**src/core/wdc_pkg.sv**
```systemverilog
/*
  Constants, states and carriers for the watchdog, periodic timer,
  self-clock and wait-gating block.
  Assumes a plain register port with 8-bit byte addresses and 16-bit data.
*/
package wdc_pkg;
  // Register byte offsets
  localparam logic [7:0] OFS_WDOG_CTL  = 8'h00;
  localparam logic [7:0] OFS_WDOG_SVC  = 8'h04;
  localparam logic [7:0] OFS_PER_RATE  = 8'h08;
  localparam logic [7:0] OFS_CLK_SEL   = 8'h0c;
  localparam logic [7:0] OFS_MON_CTL   = 8'h10;
  localparam logic [7:0] OFS_FLAGS     = 8'h14;
  // watchdog_control_reg fields: rate in [2:0]
  localparam int WC_WIN = 6;
  // clock_select_reg fields
  localparam int CS_WDOG_WAIT = 0;
  localparam int CS_PER_WAIT  = 1;
  localparam int CS_CORE_WAIT = 2;
  localparam int CS_OSC_RED   = 3;
  localparam int CS_SYS_WAIT  = 4;
  localparam int CS_PER_PSE   = 5;
  localparam int CS_WDOG_PSE  = 6;
  localparam int CS_PLL_SEL   = 7;
  localparam int CS_PLL_WAIT  = 8;
  // Monitor control fields
  localparam int MC_CME   = 0;
  localparam int MC_SELF_CLOCK_ENABLE  = 1;
  localparam int MC_SELF_CLOCK_IRQ_ENABLE = 2;
  localparam int MC_PERIE = 3;
  // Flag register fields
  localparam int FL_PER  = 0;
  localparam int FL_SCMF = 1;
  localparam int FL_SCM  = 2;
  localparam int FL_QC   = 3;
  localparam int FL_WAIT = 4;
  // Reset values
  localparam logic [8:0] CLK_SEL_RST = 9'h000;
  localparam logic [3:0] MON_CTL_RST = 4'h3;
  // Service keys
  localparam logic [15:0] SVC_KEY1 = 16'h0055;
  localparam logic [15:0] SVC_KEY2 = 16'h00aa;
  // Timing defaults
  localparam int WD_BASE_DEF  = 4;
  localparam int PER_BASE_DEF = 3;
  localparam int QC_WINDOW    = 50000;
  localparam int QC_OK_EDGES  = 4096;

  typedef enum logic [4:0] {
    WDC_RUN    = 5'h01,
    WDC_W_PLL  = 5'h02,
    WDC_W_CORE = 5'h04,
    WDC_W_SYS  = 5'h08,
    WDC_WAIT   = 5'h10
  } wdc_state_t;

  typedef struct packed {
    logic pll_en;
    logic voltage_regulator_en;
    logic core_en;
    logic sys_en;
    logic osc_reduce;
  } wdc_gate_t;

  localparam wdc_gate_t GATE_RST = 5'h1e;
endpackage

```
**src/core/wdc_top.sv**
```systemverilog
/*
  Watchdog with window mode, periodic timer, self-clock fallback with
  quality checker, and wait-mode clock gating sequence.
  Assumes osc_edge and vco_tick are one-cycle pulses synchronous to ref_clk,
  and that the core turns reset requests into a system reset.
*/
// Functional notes
// - Watchdog idle after reset until software gives it a nonzero rate.
// - Three-bit rate picks seven watchdog periods; zero rate stops it.
// - Key 0x0055 then 0x00aa restarts period; expiry requests reset.
// - While rate is nonzero, any other value written to service register requests reset at once.
// - Window mode: service only in last quarter, earlier write resets.
// - Watchdog pseudo-stop enable keeps watchdog counting in pseudo-stop.
// - Periodic interrupt raised at selected rate when its enable is set.
// - Periodic expiry sets flag and next interval starts immediately.
// - Writing periodic rate register restarts the interval.
// - Periodic pseudo-stop enable keeps it running; zero rate stops it.
// - Monitor plus self-clock enable on failure runs from minimum VCO.
// - Entering self-clock mode clears PLL clock select.
// - Quality check success leaves self-clock mode automatically.
// - Clock monitor reset forces self-clock enable to one.
// - Wait gating bits act on PLL, core, system, timers; system bit also stops core.
// - Wait entry: drop PLL select and PLL, then core, then system clocks.
// - External reset asynchronously restores all configuration to defaults.
// - Failure without self-clock enable gives clock monitor reset.
// - Failure with self-clock enable sets flag, enters mode, wakes if enabled.
// - Other interrupts wake at once; PLL select stays cleared.
// - Quality checking continues in wait with PLL and regulator on.
// - Oscillator good at 4096 edges within 50000 VCO ticks.
`timescale 1ns/1ps
module wdc_top #(
  parameter int WD_BASE     = wdc_pkg::WD_BASE_DEF,
  parameter int PER_BASE    = wdc_pkg::PER_BASE_DEF,
  parameter int QC_WINDOW   = wdc_pkg::QC_WINDOW,
  parameter int QC_OK_EDGES = wdc_pkg::QC_OK_EDGES
) (
  // Clock and reset
  input  wire logic              ref_clk,
  input  wire logic              rst_n,
  // Register port
  input  wire logic [7:0]        addr,
  input  wire logic [15:0]       wdata,
  input  wire logic              wr_en,
  input  wire logic              rd_en,
  output logic [15:0]            rdata,
  // Clock sources and core requests
  input  wire logic              osc_edge,
  input  wire logic              vco_tick,
  input  wire logic              clock_fail,
  input  wire logic              wait_req,
  input  wire logic              pseudo_stop,
  input  wire logic              wake_irq,
  // Reset and interrupt requests
  output logic                   wdog_reset,
  output logic                   cm_reset,
  output logic                   periodic_irq,
  output logic                   self_clock_irq,
  // Clock control
  output wdc_pkg::wdc_gate_t     gate,
  output logic                   pll_clock_select,
  output logic                   self_clock_mode,
  output logic                   wait_active
);
  if (WD_BASE < 1 || WD_BASE > 9) $error("WD_BASE out of range");
  if (PER_BASE < 1 || PER_BASE > 8) $error("PER_BASE out of range");
  if (QC_WINDOW < 2 || QC_WINDOW > 65535) $error("QC_WINDOW out of range");
  if (QC_OK_EDGES < 2 || QC_OK_EDGES > 65535) $error("QC_OK_EDGES out of range");

  logic [2:0]  wrate_r, wrate_nxt;
  logic        wwin_r, wwin_nxt;
  logic        warm_r, warm_nxt;
  logic [23:0] wcnt_r, wcnt_nxt;
  logic [2:0]  prate_r, prate_nxt;
  logic [15:0] pcnt_r, pcnt_nxt;
  logic [8:0]  csel_r, csel_nxt;
  logic [3:0]  mon_r, mon_nxt;
  logic        pflag_r, pflag_nxt;
  logic        sflag_r, sflag_nxt;
  logic        scm_r, scm_nxt;
  logic        qc_r, qc_nxt;
  logic [15:0] qwin_r, qwin_nxt;
  logic [15:0] qedge_r, qedge_nxt;
  wdc_pkg::wdc_state_t st_r, st_nxt;
  wdc_pkg::wdc_gate_t  gate_nxt;
  logic        wrst_nxt, cmrst_nxt, pirq_nxt, sirq_nxt;
  logic [15:0] rdata_nxt;
  logic        wtick, ptick, svc_wr, fail, wake, qc_ok;
  logic [23:0] wper;
  logic [15:0] pper;
  logic [4:0]  wsh, psh;

  assign wsh  = 5'(WD_BASE) + 5'({wrate_r, 1'b0});
  assign psh  = 5'(PER_BASE) + 5'(prate_r);
  assign wper = 24'h1 << wsh;
  assign pper = 16'h1 << psh;
  assign svc_wr = wr_en && addr == wdc_pkg::OFS_WDOG_SVC;
  assign fail = clock_fail && mon_r[wdc_pkg::MC_CME];
  assign wake = wake_irq || periodic_irq || self_clock_irq;
  assign wtick = osc_edge && wrate_r != 3'h0
                 && !(wait_active && csel_r[wdc_pkg::CS_WDOG_WAIT])
                 && !(pseudo_stop && !csel_r[wdc_pkg::CS_WDOG_PSE]);
  assign ptick = osc_edge && prate_r != 3'h0
                 && !(wait_active && csel_r[wdc_pkg::CS_PER_WAIT])
                 && !(pseudo_stop && !csel_r[wdc_pkg::CS_PER_PSE]);
  assign qc_ok = qc_r && osc_edge && qedge_r == 16'(QC_OK_EDGES - 1);

  always_comb begin
    wrate_nxt = wrate_r;
    wwin_nxt  = wwin_r;
    warm_nxt  = warm_r;
    wcnt_nxt  = wcnt_r;
    prate_nxt = prate_r;
    pcnt_nxt  = pcnt_r;
    csel_nxt  = csel_r;
    mon_nxt   = mon_r;
    pflag_nxt = pflag_r;
    sflag_nxt = sflag_r;
    scm_nxt   = scm_r;
    qc_nxt    = qc_r;
    qwin_nxt  = qwin_r;
    qedge_nxt = qedge_r;
    st_nxt    = st_r;
    gate_nxt  = gate;
    wrst_nxt  = 1'b0;
    cmrst_nxt = 1'b0;
    rdata_nxt = 16'h0000;
    if (wtick) begin
      if (wcnt_r >= wper - 24'h1) begin
        wrst_nxt = 1'b1;
        wcnt_nxt = 24'h0;
      end else begin
        wcnt_nxt = wcnt_r + 24'h1;
      end
    end
    if (svc_wr && wrate_r != 3'h0) begin
      if (wdata != wdc_pkg::SVC_KEY1 && wdata != wdc_pkg::SVC_KEY2) begin
        wrst_nxt = 1'b1;
      end else if (wwin_r && wcnt_r < wper - (wper >> 2)) begin
        wrst_nxt = 1'b1;
      end else if (wdata == wdc_pkg::SVC_KEY1) begin
        warm_nxt = 1'b1;
      end else if (warm_r) begin
        warm_nxt = 1'b0;
        wcnt_nxt = 24'h0;
      end
    end
    if (ptick) begin
      if (pcnt_r >= pper - 16'h1) begin
        pcnt_nxt = 16'h0;
      end else begin
        pcnt_nxt = pcnt_r + 16'h1;
      end
    end
    if (wr_en) begin
      case (addr)
        wdc_pkg::OFS_WDOG_CTL: begin
          wrate_nxt = wdata[2:0];
          wwin_nxt  = wdata[wdc_pkg::WC_WIN];
          wcnt_nxt  = 24'h0;
          warm_nxt  = 1'b0;
        end
        wdc_pkg::OFS_PER_RATE: begin
          prate_nxt = wdata[2:0];
          pcnt_nxt  = 16'h0;
        end
        wdc_pkg::OFS_CLK_SEL: csel_nxt = wdata[8:0];
        wdc_pkg::OFS_MON_CTL: mon_nxt = wdata[3:0];
        wdc_pkg::OFS_FLAGS: begin
          pflag_nxt = pflag_r && !wdata[wdc_pkg::FL_PER];
          sflag_nxt = sflag_r && !wdata[wdc_pkg::FL_SCMF];
        end
        default: ;
      endcase
    end
    if (ptick && pcnt_r >= pper - 16'h1) begin
      pflag_nxt = 1'b1;
    end
    if (qc_r) begin
      if (osc_edge) begin
        qedge_nxt = qedge_r + 16'h1;
      end
      if (vco_tick) begin
        if (qwin_r == 16'(QC_WINDOW - 1)) begin
          qwin_nxt  = 16'h0;
          qedge_nxt = 16'h0;
        end else begin
          qwin_nxt = qwin_r + 16'h1;
        end
      end
      if (qc_ok) begin
        qc_nxt  = 1'b0;
        scm_nxt = 1'b0;
      end
    end
    if (fail) begin
      if (mon_r[wdc_pkg::MC_SELF_CLOCK_ENABLE]) begin
        scm_nxt   = 1'b1;
        sflag_nxt = 1'b1;
        csel_nxt[wdc_pkg::CS_PLL_SEL] = 1'b0;
        qc_nxt    = 1'b1;
        qwin_nxt  = 16'h0;
        qedge_nxt = 16'h0;
      end else begin
        cmrst_nxt = 1'b1;
        mon_nxt[wdc_pkg::MC_SELF_CLOCK_ENABLE] = 1'b1;
      end
    end
    case (st_r)
      wdc_pkg::WDC_RUN: begin
        if (wait_req) begin
          st_nxt = wdc_pkg::WDC_W_PLL;
        end
      end
      wdc_pkg::WDC_W_PLL: begin
        if (csel_r[wdc_pkg::CS_PLL_WAIT]) begin
          csel_nxt[wdc_pkg::CS_PLL_SEL] = 1'b0;
          gate_nxt.pll_en = 1'b0;
        end
        st_nxt = wdc_pkg::WDC_W_CORE;
      end
      wdc_pkg::WDC_W_CORE: begin
        if (csel_r[wdc_pkg::CS_CORE_WAIT] || csel_r[wdc_pkg::CS_SYS_WAIT]) begin
          gate_nxt.core_en = 1'b0;
        end
        st_nxt = wdc_pkg::WDC_W_SYS;
      end
      wdc_pkg::WDC_W_SYS: begin
        gate_nxt.sys_en     = !csel_r[wdc_pkg::CS_SYS_WAIT];
        gate_nxt.osc_reduce = csel_r[wdc_pkg::CS_OSC_RED];
        st_nxt = wdc_pkg::WDC_WAIT;
      end
      wdc_pkg::WDC_WAIT: begin
        // wake resumes at once, select stays cleared
        if (wake) begin
          gate_nxt.pll_en     = 1'b1;
          gate_nxt.core_en    = 1'b1;
          gate_nxt.sys_en     = 1'b1;
          gate_nxt.osc_reduce = 1'b0;
          st_nxt = wdc_pkg::WDC_RUN;
        end
      end
      default: st_nxt = wdc_pkg::WDC_RUN;
    endcase
    // checker keeps PLL and regulator alive
    if (qc_nxt || scm_nxt) begin
      gate_nxt.pll_en = 1'b1;
    end
    gate_nxt.voltage_regulator_en = !pseudo_stop || qc_nxt || scm_nxt;
    pirq_nxt = pflag_nxt && mon_nxt[wdc_pkg::MC_PERIE];
    sirq_nxt = sflag_nxt && mon_nxt[wdc_pkg::MC_SELF_CLOCK_IRQ_ENABLE];
    if (rd_en) begin
      case (addr)
        wdc_pkg::OFS_WDOG_CTL: rdata_nxt = {9'h000, wwin_r, 3'h0, wrate_r};
        wdc_pkg::OFS_PER_RATE: rdata_nxt = {13'h0000, prate_r};
        wdc_pkg::OFS_CLK_SEL:  rdata_nxt = {7'h00, csel_r};
        wdc_pkg::OFS_MON_CTL:  rdata_nxt = {12'h000, mon_r};
        wdc_pkg::OFS_FLAGS:    rdata_nxt = {11'h000, wait_active, qc_r, scm_r, sflag_r, pflag_r};
        default:               rdata_nxt = 16'h0000;
      endcase
    end
  end

  always_ff @(posedge ref_clk or negedge rst_n) begin
    if (!rst_n) begin
      wrate_r          <= 3'h0;
      wwin_r           <= 1'b0;
      warm_r           <= 1'b0;
      wcnt_r           <= 24'h0;
      prate_r          <= 3'h0;
      pcnt_r           <= 16'h0;
      csel_r           <= wdc_pkg::CLK_SEL_RST;
      mon_r            <= wdc_pkg::MON_CTL_RST;
      pflag_r          <= 1'b0;
      sflag_r          <= 1'b0;
      scm_r            <= 1'b0;
      qc_r             <= 1'b0;
      qwin_r           <= 16'h0;
      qedge_r          <= 16'h0;
      st_r             <= wdc_pkg::WDC_RUN;
      gate             <= wdc_pkg::GATE_RST;
      wdog_reset       <= 1'b0;
      cm_reset         <= 1'b0;
      periodic_irq     <= 1'b0;
      self_clock_irq   <= 1'b0;
      rdata            <= 16'h0000;
      pll_clock_select <= 1'b0;
      self_clock_mode  <= 1'b0;
      wait_active      <= 1'b0;
    end else begin
      wrate_r          <= wrate_nxt;
      wwin_r           <= wwin_nxt;
      warm_r           <= warm_nxt;
      wcnt_r           <= wcnt_nxt;
      prate_r          <= prate_nxt;
      pcnt_r           <= pcnt_nxt;
      csel_r           <= csel_nxt;
      mon_r            <= mon_nxt;
      pflag_r          <= pflag_nxt;
      sflag_r          <= sflag_nxt;
      scm_r            <= scm_nxt;
      qc_r             <= qc_nxt;
      qwin_r           <= qwin_nxt;
      qedge_r          <= qedge_nxt;
      st_r             <= st_nxt;
      gate             <= gate_nxt;
      wdog_reset       <= wrst_nxt;
      cm_reset         <= cmrst_nxt;
      periodic_irq     <= pirq_nxt;
      self_clock_irq   <= sirq_nxt;
      rdata            <= rdata_nxt;
      pll_clock_select <= csel_nxt[wdc_pkg::CS_PLL_SEL];
      self_clock_mode  <= scm_nxt;
      wait_active      <= st_nxt == wdc_pkg::WDC_WAIT;
    end
  end
endmodule // wdc_top

```
**config.mk**
```make
export PLATFORM = sky130hd
export DESIGN_NAME = wdc_top
export DESIGN_NICKNAME = d
export VERILOG_FILES = /design/src/core/wdc_pkg.sv /design/src/core/wdc_top.sv
export SDC_FILE = /design/constraint.sdc
export NUM_CORES = 1
export LEC_CHECK = 0
export ABC_AREA = 1
export BUFFER_PORTS_ARGS = -buffer_cell sky130_fd_sc_hd__buf_2
export CORE_MARGIN = 4
export CORE_UTILIZATION = 56
export CTS_CLUSTER_DIAMETER = 30
export DETAILED_ROUTE_END_ITERATION = 10
export HOLD_SLACK_MARGIN = 0.02
export PLACE_DENSITY = 0.75
export SETUP_SLACK_MARGIN = 0.2
export SYNTH_ARGS = -nofsm -noshare
export SYNTH_HDL_FRONTEND = slang
export SYNTH_SLANG_ARGS = --single-unit
```
**constraint.sdc**
```tcl
create_clock -name ref_clk -period 9.16 [get_ports ref_clk]
set_input_delay 0.458 -clock ref_clk [delete_from_list [all_inputs] [get_ports ref_clk]]
set_output_delay 0.458 -clock ref_clk [all_outputs]
set_load 0.02 [all_outputs]
```
-- Word level (Yosys, flattened, before mapping)
Cells that the tools add are included.
- register bits: 128
- bits of input ports: 34
- output and inout bits: 28
- word-level logic and storage cells: 188
- add/sub/neg operators: 9
- order comparisons: 3
- equal/unequal tests: 20
- shifts and indexed selects: 2
- muxes and demuxes: 75
- reductions and logical operators: 51
- operators by type and width (cell ; count):
    $mux 16 ; 15
    $mux 24 ; 9
    $add 16x1->16 const B ; 3
    $pmux 9 s5 ; 1
    $mux 1 ; 38
    $pmux 5 s5 ; 1
    $add 24x1->24 const B ; 1
    $ge 24x24->1 ; 1
    $lt 24x24->1 ; 1
    $shl 1x5->24 const A ; 1
    $sub 24x1->24 const B ; 1
    $sub 24x22->24 ; 1
    $logic_and 1x1->1 ; 22
    $eq 16x12->1 const B ; 1
    $eq 16x16->1 const B ; 1
    $eq 16x7->1 const B ; 1
    $eq 8x4->1 const B ; 2
    $eq 8x5->1 const B ; 2
    $ge 16x16->1 ; 1
    $mux 8 ; 2
    $ne 16x7->1 const B ; 1
    $ne 16x8->1 const B ; 1
    $shl 1x4->16 const A ; 1
    $sub 16x1->16 const B ; 1
    other kinds (23) ; 51

-- Logic depth before layout (Yosys ltp)
- word-level depth: 13
- depth in mapped cells: 30
- mapped depth without buffers: 29

-- Worst setup path before layout
OpenSTA, ideal clock, no wires.
- kind: flip-flop to flip-flop
- from: reg wrate_r[1]
- to: reg wcnt_r[6]
- library setup time: 123 ps
- data arrival time: 3471 ps
- data required time: 9037 ps
- path slack: 5566 ps
- stages on the path, launching flop included: 29
- buffers on the path: 1
- period minus slack after synthesis: 3594 ps
- cells stage by stage: dfrtp_1 > inv_1 > ha_1 > nor2_1 > nand2_1 > ha_1 > inv_1 > ha_1 > inv_1 > nand2_2 > a31oi_1 > inv_1 > nand4_1 > nand2_1 > nand2_1 > nand2_1 > ha_1 > nand2_1 > inv_1 > nand2_1 > nor2_2 > nand2_1 > nor2_1 > nand2_1 > nand2_1 > nand3b_1 > nand2_2 > buf_6 > nor2_1
- word-level cells in the longest chain between the ends: 13
- elaborated cells between the ends (all ways): 21
- those cells by class: add/sub: 3; order compare: 2; shift: 1; mux: 9; reduce/logical: 6
- ends and longest elaborated chain (element ; line ; RTL):
    from (decl) ; wdc_top.sv:69 ; logic [2:0] wrate_r, wrate_nxt;
    from (signal assigned) ; wdc_top.sv:290 ; wrate_r <= wrate_nxt;
    $add 3x4->5 ; wdc_top.sv:92 ; assign wsh = 5'(WD_BASE) + 5'({wrate_r, 1'b0});
    $shl 1x5->24 ; wdc_top.sv:94 ; assign wper = 24'h1 << wsh;
    $sub 24x1->24 ; wdc_top.sv:128 ; if (wcnt_r >= wper - 24'h1) begin
    $ge 24x24->1 ; wdc_top.sv:128 ;
    $mux 24 ; wdc_top.sv:128 ;
    $mux 24 ; wdc_top.sv:127 ; if (wtick) begin
    $mux 24 ; wdc_top.sv:142 ; end else if (warm_r) begin
    $mux 24 ; wdc_top.sv:140 ; end else if (wdata == wdc_pkg::SVC_KEY1) begin
    $mux 24 ; wdc_top.sv:138 ; end else if (wwin_r && wcnt_r < wper - (wper >> 2)) begin
    $mux 24 ; wdc_top.sv:136 ; if (wdata != wdc_pkg::SVC_KEY1 && wdata != wdc_pkg::SVC_KEY2) begin
    $mux 24 * ; wdc_top.sv:135 ; if (svc_wr && wrate_r != 3'h0) begin
    $mux 24 ; wdc_top.sv:155 ; case (addr)
    $mux 24 * ; wdc_top.sv:154 ; if (wr_en) begin
    named net wcnt_nxt[6] ; wdc_top.sv:72 ; logic [23:0] wcnt_r, wcnt_nxt;
    to (signal assigned) ; wdc_top.sv:293 ; wcnt_r <= wcnt_nxt;
    to (decl) ; wdc_top.sv:72 ;
The timed path passes the listed nets; every way through them passes the cells marked *.
A chain may end at the register's enable or synchronous reset.

-- Worst setup path after layout
- from: reg wrate_r[1]
- to: reg wcnt_r[1]
The elaborated chain is that of the path after synthesis.

==> summary.md <==
| Metric | Value |
|---|---|
| Die W | `between 100 and 150 um` |
| Cells after Synth | `1080` |
| Area Overhead vs Synth | `12.19%` |
| Critical path peak fanout | `24` |
| Clock Latency Late Sink | `between 0.4 and 0.5 ns` |
| Final Critical Period | `4.223 ns` |
| Setup TNS | `0 ns` |
| Startpoint Class | `flip-flop` |
| Final setup viols | `0` |
| Yosys warns | `0` |
| Worst hold path class | `input port to asynchronous set/reset pin` |
| Worst slew pin tran | `0.7892 ns` |
| H-tree Lvls | `4` |
| Reg2reg start | `wrate_r[1]` |
| Initial DRT Pass Iterations | `5` |
| Pre-CTS setup slack | `~5 ns` |
| Leakage power | `4.722 nW` |
| Most common cell after layout, fill and taps aside | `nand2_1` |
| Crit end category | `flip-flop` |
| Drt total wl | `between 20000 and 25000 um` |
| Resized cells post-CTS | `0` |
| Worst vdd ir | `0.1620 mV` |
| Synth async-reset ratio | `100.0%` |
| Max layer used | `met5` |
| Clk buf depth | `2` |
| Initial antenna violation count | `1` |
| R2r endpoint | `wcnt_r[1]` |
| Status | `completed` |
| GPL Wtd Cong | `~0.93` |
| Global-route wire length before repair | `about 33000 um` |
| Via count | `between 7000 and 8000` |
| Setup bufs post-CTS | `0` |
| RSZ-0062 raised after global routing | `no` |
| Via density | `around 5.4` |
| Clock Root Buffer | `clkbuf_16` |
| Power per standard cell area | `195.9 mW/mm2` |
| Starting density of the core | `slightly below 60%` |
| # hold bufs at CTS | `0` |
| Die area | `around 0.017 mm2` |
| Met3 wire length | `between 800 and 900 um` |
| Number of inserted diodes | `0` |
| Cell mode on critical path | `nand2_1` |
| Mapped cell area | `between 0.008 and 0.009 mm2` |
| Final-report hold violation count | `0` |
| Required time worst endpoint | `about 9.4 ns` |
| Syn Area/Cell | `7.576 um2` |
| CP max stage delay | `between 0.5 and 0.6 ns` |
| Worst-case reg-to-reg path depth | `28` |
| DRC viols | `0` |
| Routed len/inst | `between 10 and 15 um` |
| Seq/Total Area, Yosys | `a little under two fifths` |
| Max-Cap Viols | `0` |
| Core ar. | `about 0.014 mm2` |
| # port buffers | `54` |
| GRT Util Overall | `24.95%` |
| Fin Hold WS | `between 0.09 and 0.1 ns` |
| Slowest-stage cell, CP | `dfrtp_1` |
| Synth cell types | `55` |
| Ports | `62` |
| Final worst clock skew | `0.009798 ns` |
| Placed Cells | `roughly 1300` |
| Number of synthesized flops with an enable pin | `0` |
| DRT antenna net count | `0` |
| CTS tree | `done` |
| Relative slew slack | `between 40 and 50%` |
| Slew Viols, Final | `0` |
| Pin count of the biggest net entering global routing | `64` |
| Die height | `between 100 and 150 um` |
| Vias in the first global route | `between 6000 and 7000` |
| Routed wl met2 | `approximately 10000 um` |
| Nets | `1255` |
| DR iter-0 viols | `approximately 600` |
| Wl on met1 | `8710 um` |
| Rows | `between 40 and 50` |
| Crit Path Class | `flip-flop to flip-flop` |
| Post-route setup slack | `4.937 ns` |
| Total gr overflow | `0` |
| Ratio of cells with drive above 1 in the final layout | `roughly an eighth` |
| Fillers | `around 1300` |
| Most frequent cells in the layout | `nand2_1 (234), nor2_1 (156), inv_1 (131), dfrtp_1 (114), nand3_1 (75)` |
| Final worst path period share | `46.11%` |
| Clock sinks | `121` |
| Clock transition at path regs | `~0.060 ns` |
| TritonCTS Buffers | `17` |
| CP arrival | `roughly 4.5 ns` |
| F_max | `approximately 240 MHz` |
| Prevailing post-synth register cell | `dfrtp_1` |
| Post-DP HPWL | `15030 um` |
| Layout Cells excl Fill | `approximately 1300` |
| R2r setup slk | `just under 5 ns` |
| Synth Register Bits | `between 100 and 150` |
## through the flow
stage	instance area [um2]	util, %	power (mW)
CTS	9179	65.12	1.807
global route	9179	65.12	1.912
detailed placement	8618	61.14	1.156
global placement	8618	61.14	1.144
finish	9179	65.12	1.798
floorplan	8230	-	1.031
## routing by layer
| metal | up-vias | track usage, % |
|---|---|---|
| met1 | 3390 | 31.43 |
| met5 | - | 0 |
| met3 | 53 | 5.023 |
| met4 | 2 | 9.759 |
| met2 | 204 | 42.26 |
| li1 | 3665 | - |
## report_power, final
group          switching (mW)  internal (mW)
registers              0.0884          0.626
clock network           0.239          0.406
logic                   0.274          0.165
## critical path, delay by kind of cell (launching register included)
kind | cells | cell delay, ns
buffers and inverters | 6 | 0.53
adder cells (fa/ha/maj) | 4 | 0.97
AO/OA/AOI/OAI | 1 | 0.22
AND/OR/NAND/NOR | 17 | 1.83
flip-flops | 1 | 0.51
## cell families (layout without fill, tap and decap cells)
logic type | count (synthesis) | in the layout | synth area share (%)
simple gates | 572 | 572 | 32.05
compound gates | 132 | 132 | 9.145
buf+inv | 155 | 226 | 7.891
other cells | 2 | 15 | 0.09179
flops | 121 | 121 | 37.12
fa+ha+maj | 70 | 70 | 10.71
xor+xnor | 28 | 28 | 2.997
## state kept, by name (all words and copies together), names as in the netlist, 3 cells and up
| register | flops |
|---|---|
| wcnt_r | 24 |
| pcnt_r | 16 |
| qedge_r | 16 |
| qwin_r | 16 |
| csel_r | 9 |
| rdata | 9 |
| gate | 5 |
| st_r | 5 |
| mon_r | 4 |
| prate_r | 3 |
| wrate_r | 3 |
## final cells by class
cell class,count,area (um2),share of cell area [%]
Multi-Input combinational cell,817,4548,49.55
Sequential cell,121,3037,33.08
Inverter,138,520.5,5.671
Clock buffer,24,461.7,5.030
Timing Repair Buffer,56,287.8,3.135
Tap cell,180,225.2,2.454
Clock inverter,8,98.84,1.077
## how the worst max path moves through the flow
| stage | start | slack, ns | cells after the start | to |
|---|---|---|---|---|
| 6_report | wrate_r[1] | 4.94 | 28 | wcnt_r[1] |
| 2_1_floorplan | wrate_r[1] | 5.57 | 28 | wcnt_r[6] |
| 3_3_place_gp | wrate_r[1] | 5.16 | 28 | wcnt_r[14] |
| 5_1_grt | wrate_r[1] | 4.53 | 28 | wcnt_r[1] |
| 4_1_cts | wrate_r[1] | 4.94 | 28 | wcnt_r[1] |
| 3_5_place_dp | wrate_r[1] | 5.00 | 28 | wcnt_r[22] |
## cell usage after synthesis, types with 2 or more instances
master    count  share of area [%]
dfstp_2       7                2.2
and2_1        2               0.15
nor4_2        2               0.31
nand4_1      20                1.5
nand2_2       7               0.54
a21oi_1      47                2.9
nor2_1      156                7.2
a21o_1        3               0.28
nand3_2       2               0.24
inv_1       131                6.0
nor3_4        3               0.60
o21a_1        4               0.37
nor3_2        2               0.24
xor2_1       22                2.4
ha_1         70                 11
o21bai_1      5               0.46
nand3_1      75                4.6
o31ai_1       2               0.18
buf_4        10               0.92
xnor2_1       6               0.64
o22ai_1       6               0.46
nor3_1       22                1.3
o221ai_1      2               0.21
clkinv_2      2               0.12
nor2_4        4               0.55
nand2_4       2               0.28
clkbuf_1      3               0.14
conb_1        2              0.092
buf_6         3               0.41
o211ai_1      5               0.46
a31oi_1       2               0.15
inv_2         4               0.18
nand2_1     234                 11
nor2_2       12               0.92
o21ai_0      45                2.8
o21ai_1       5               0.31
nor4_1       12               0.92
nand3b_1      5               0.46
nor3b_2       2               0.31
dfrtp_1     114                 35
or2_2         4               0.31
No activity file was read; power rests on OpenSTA's default activity.
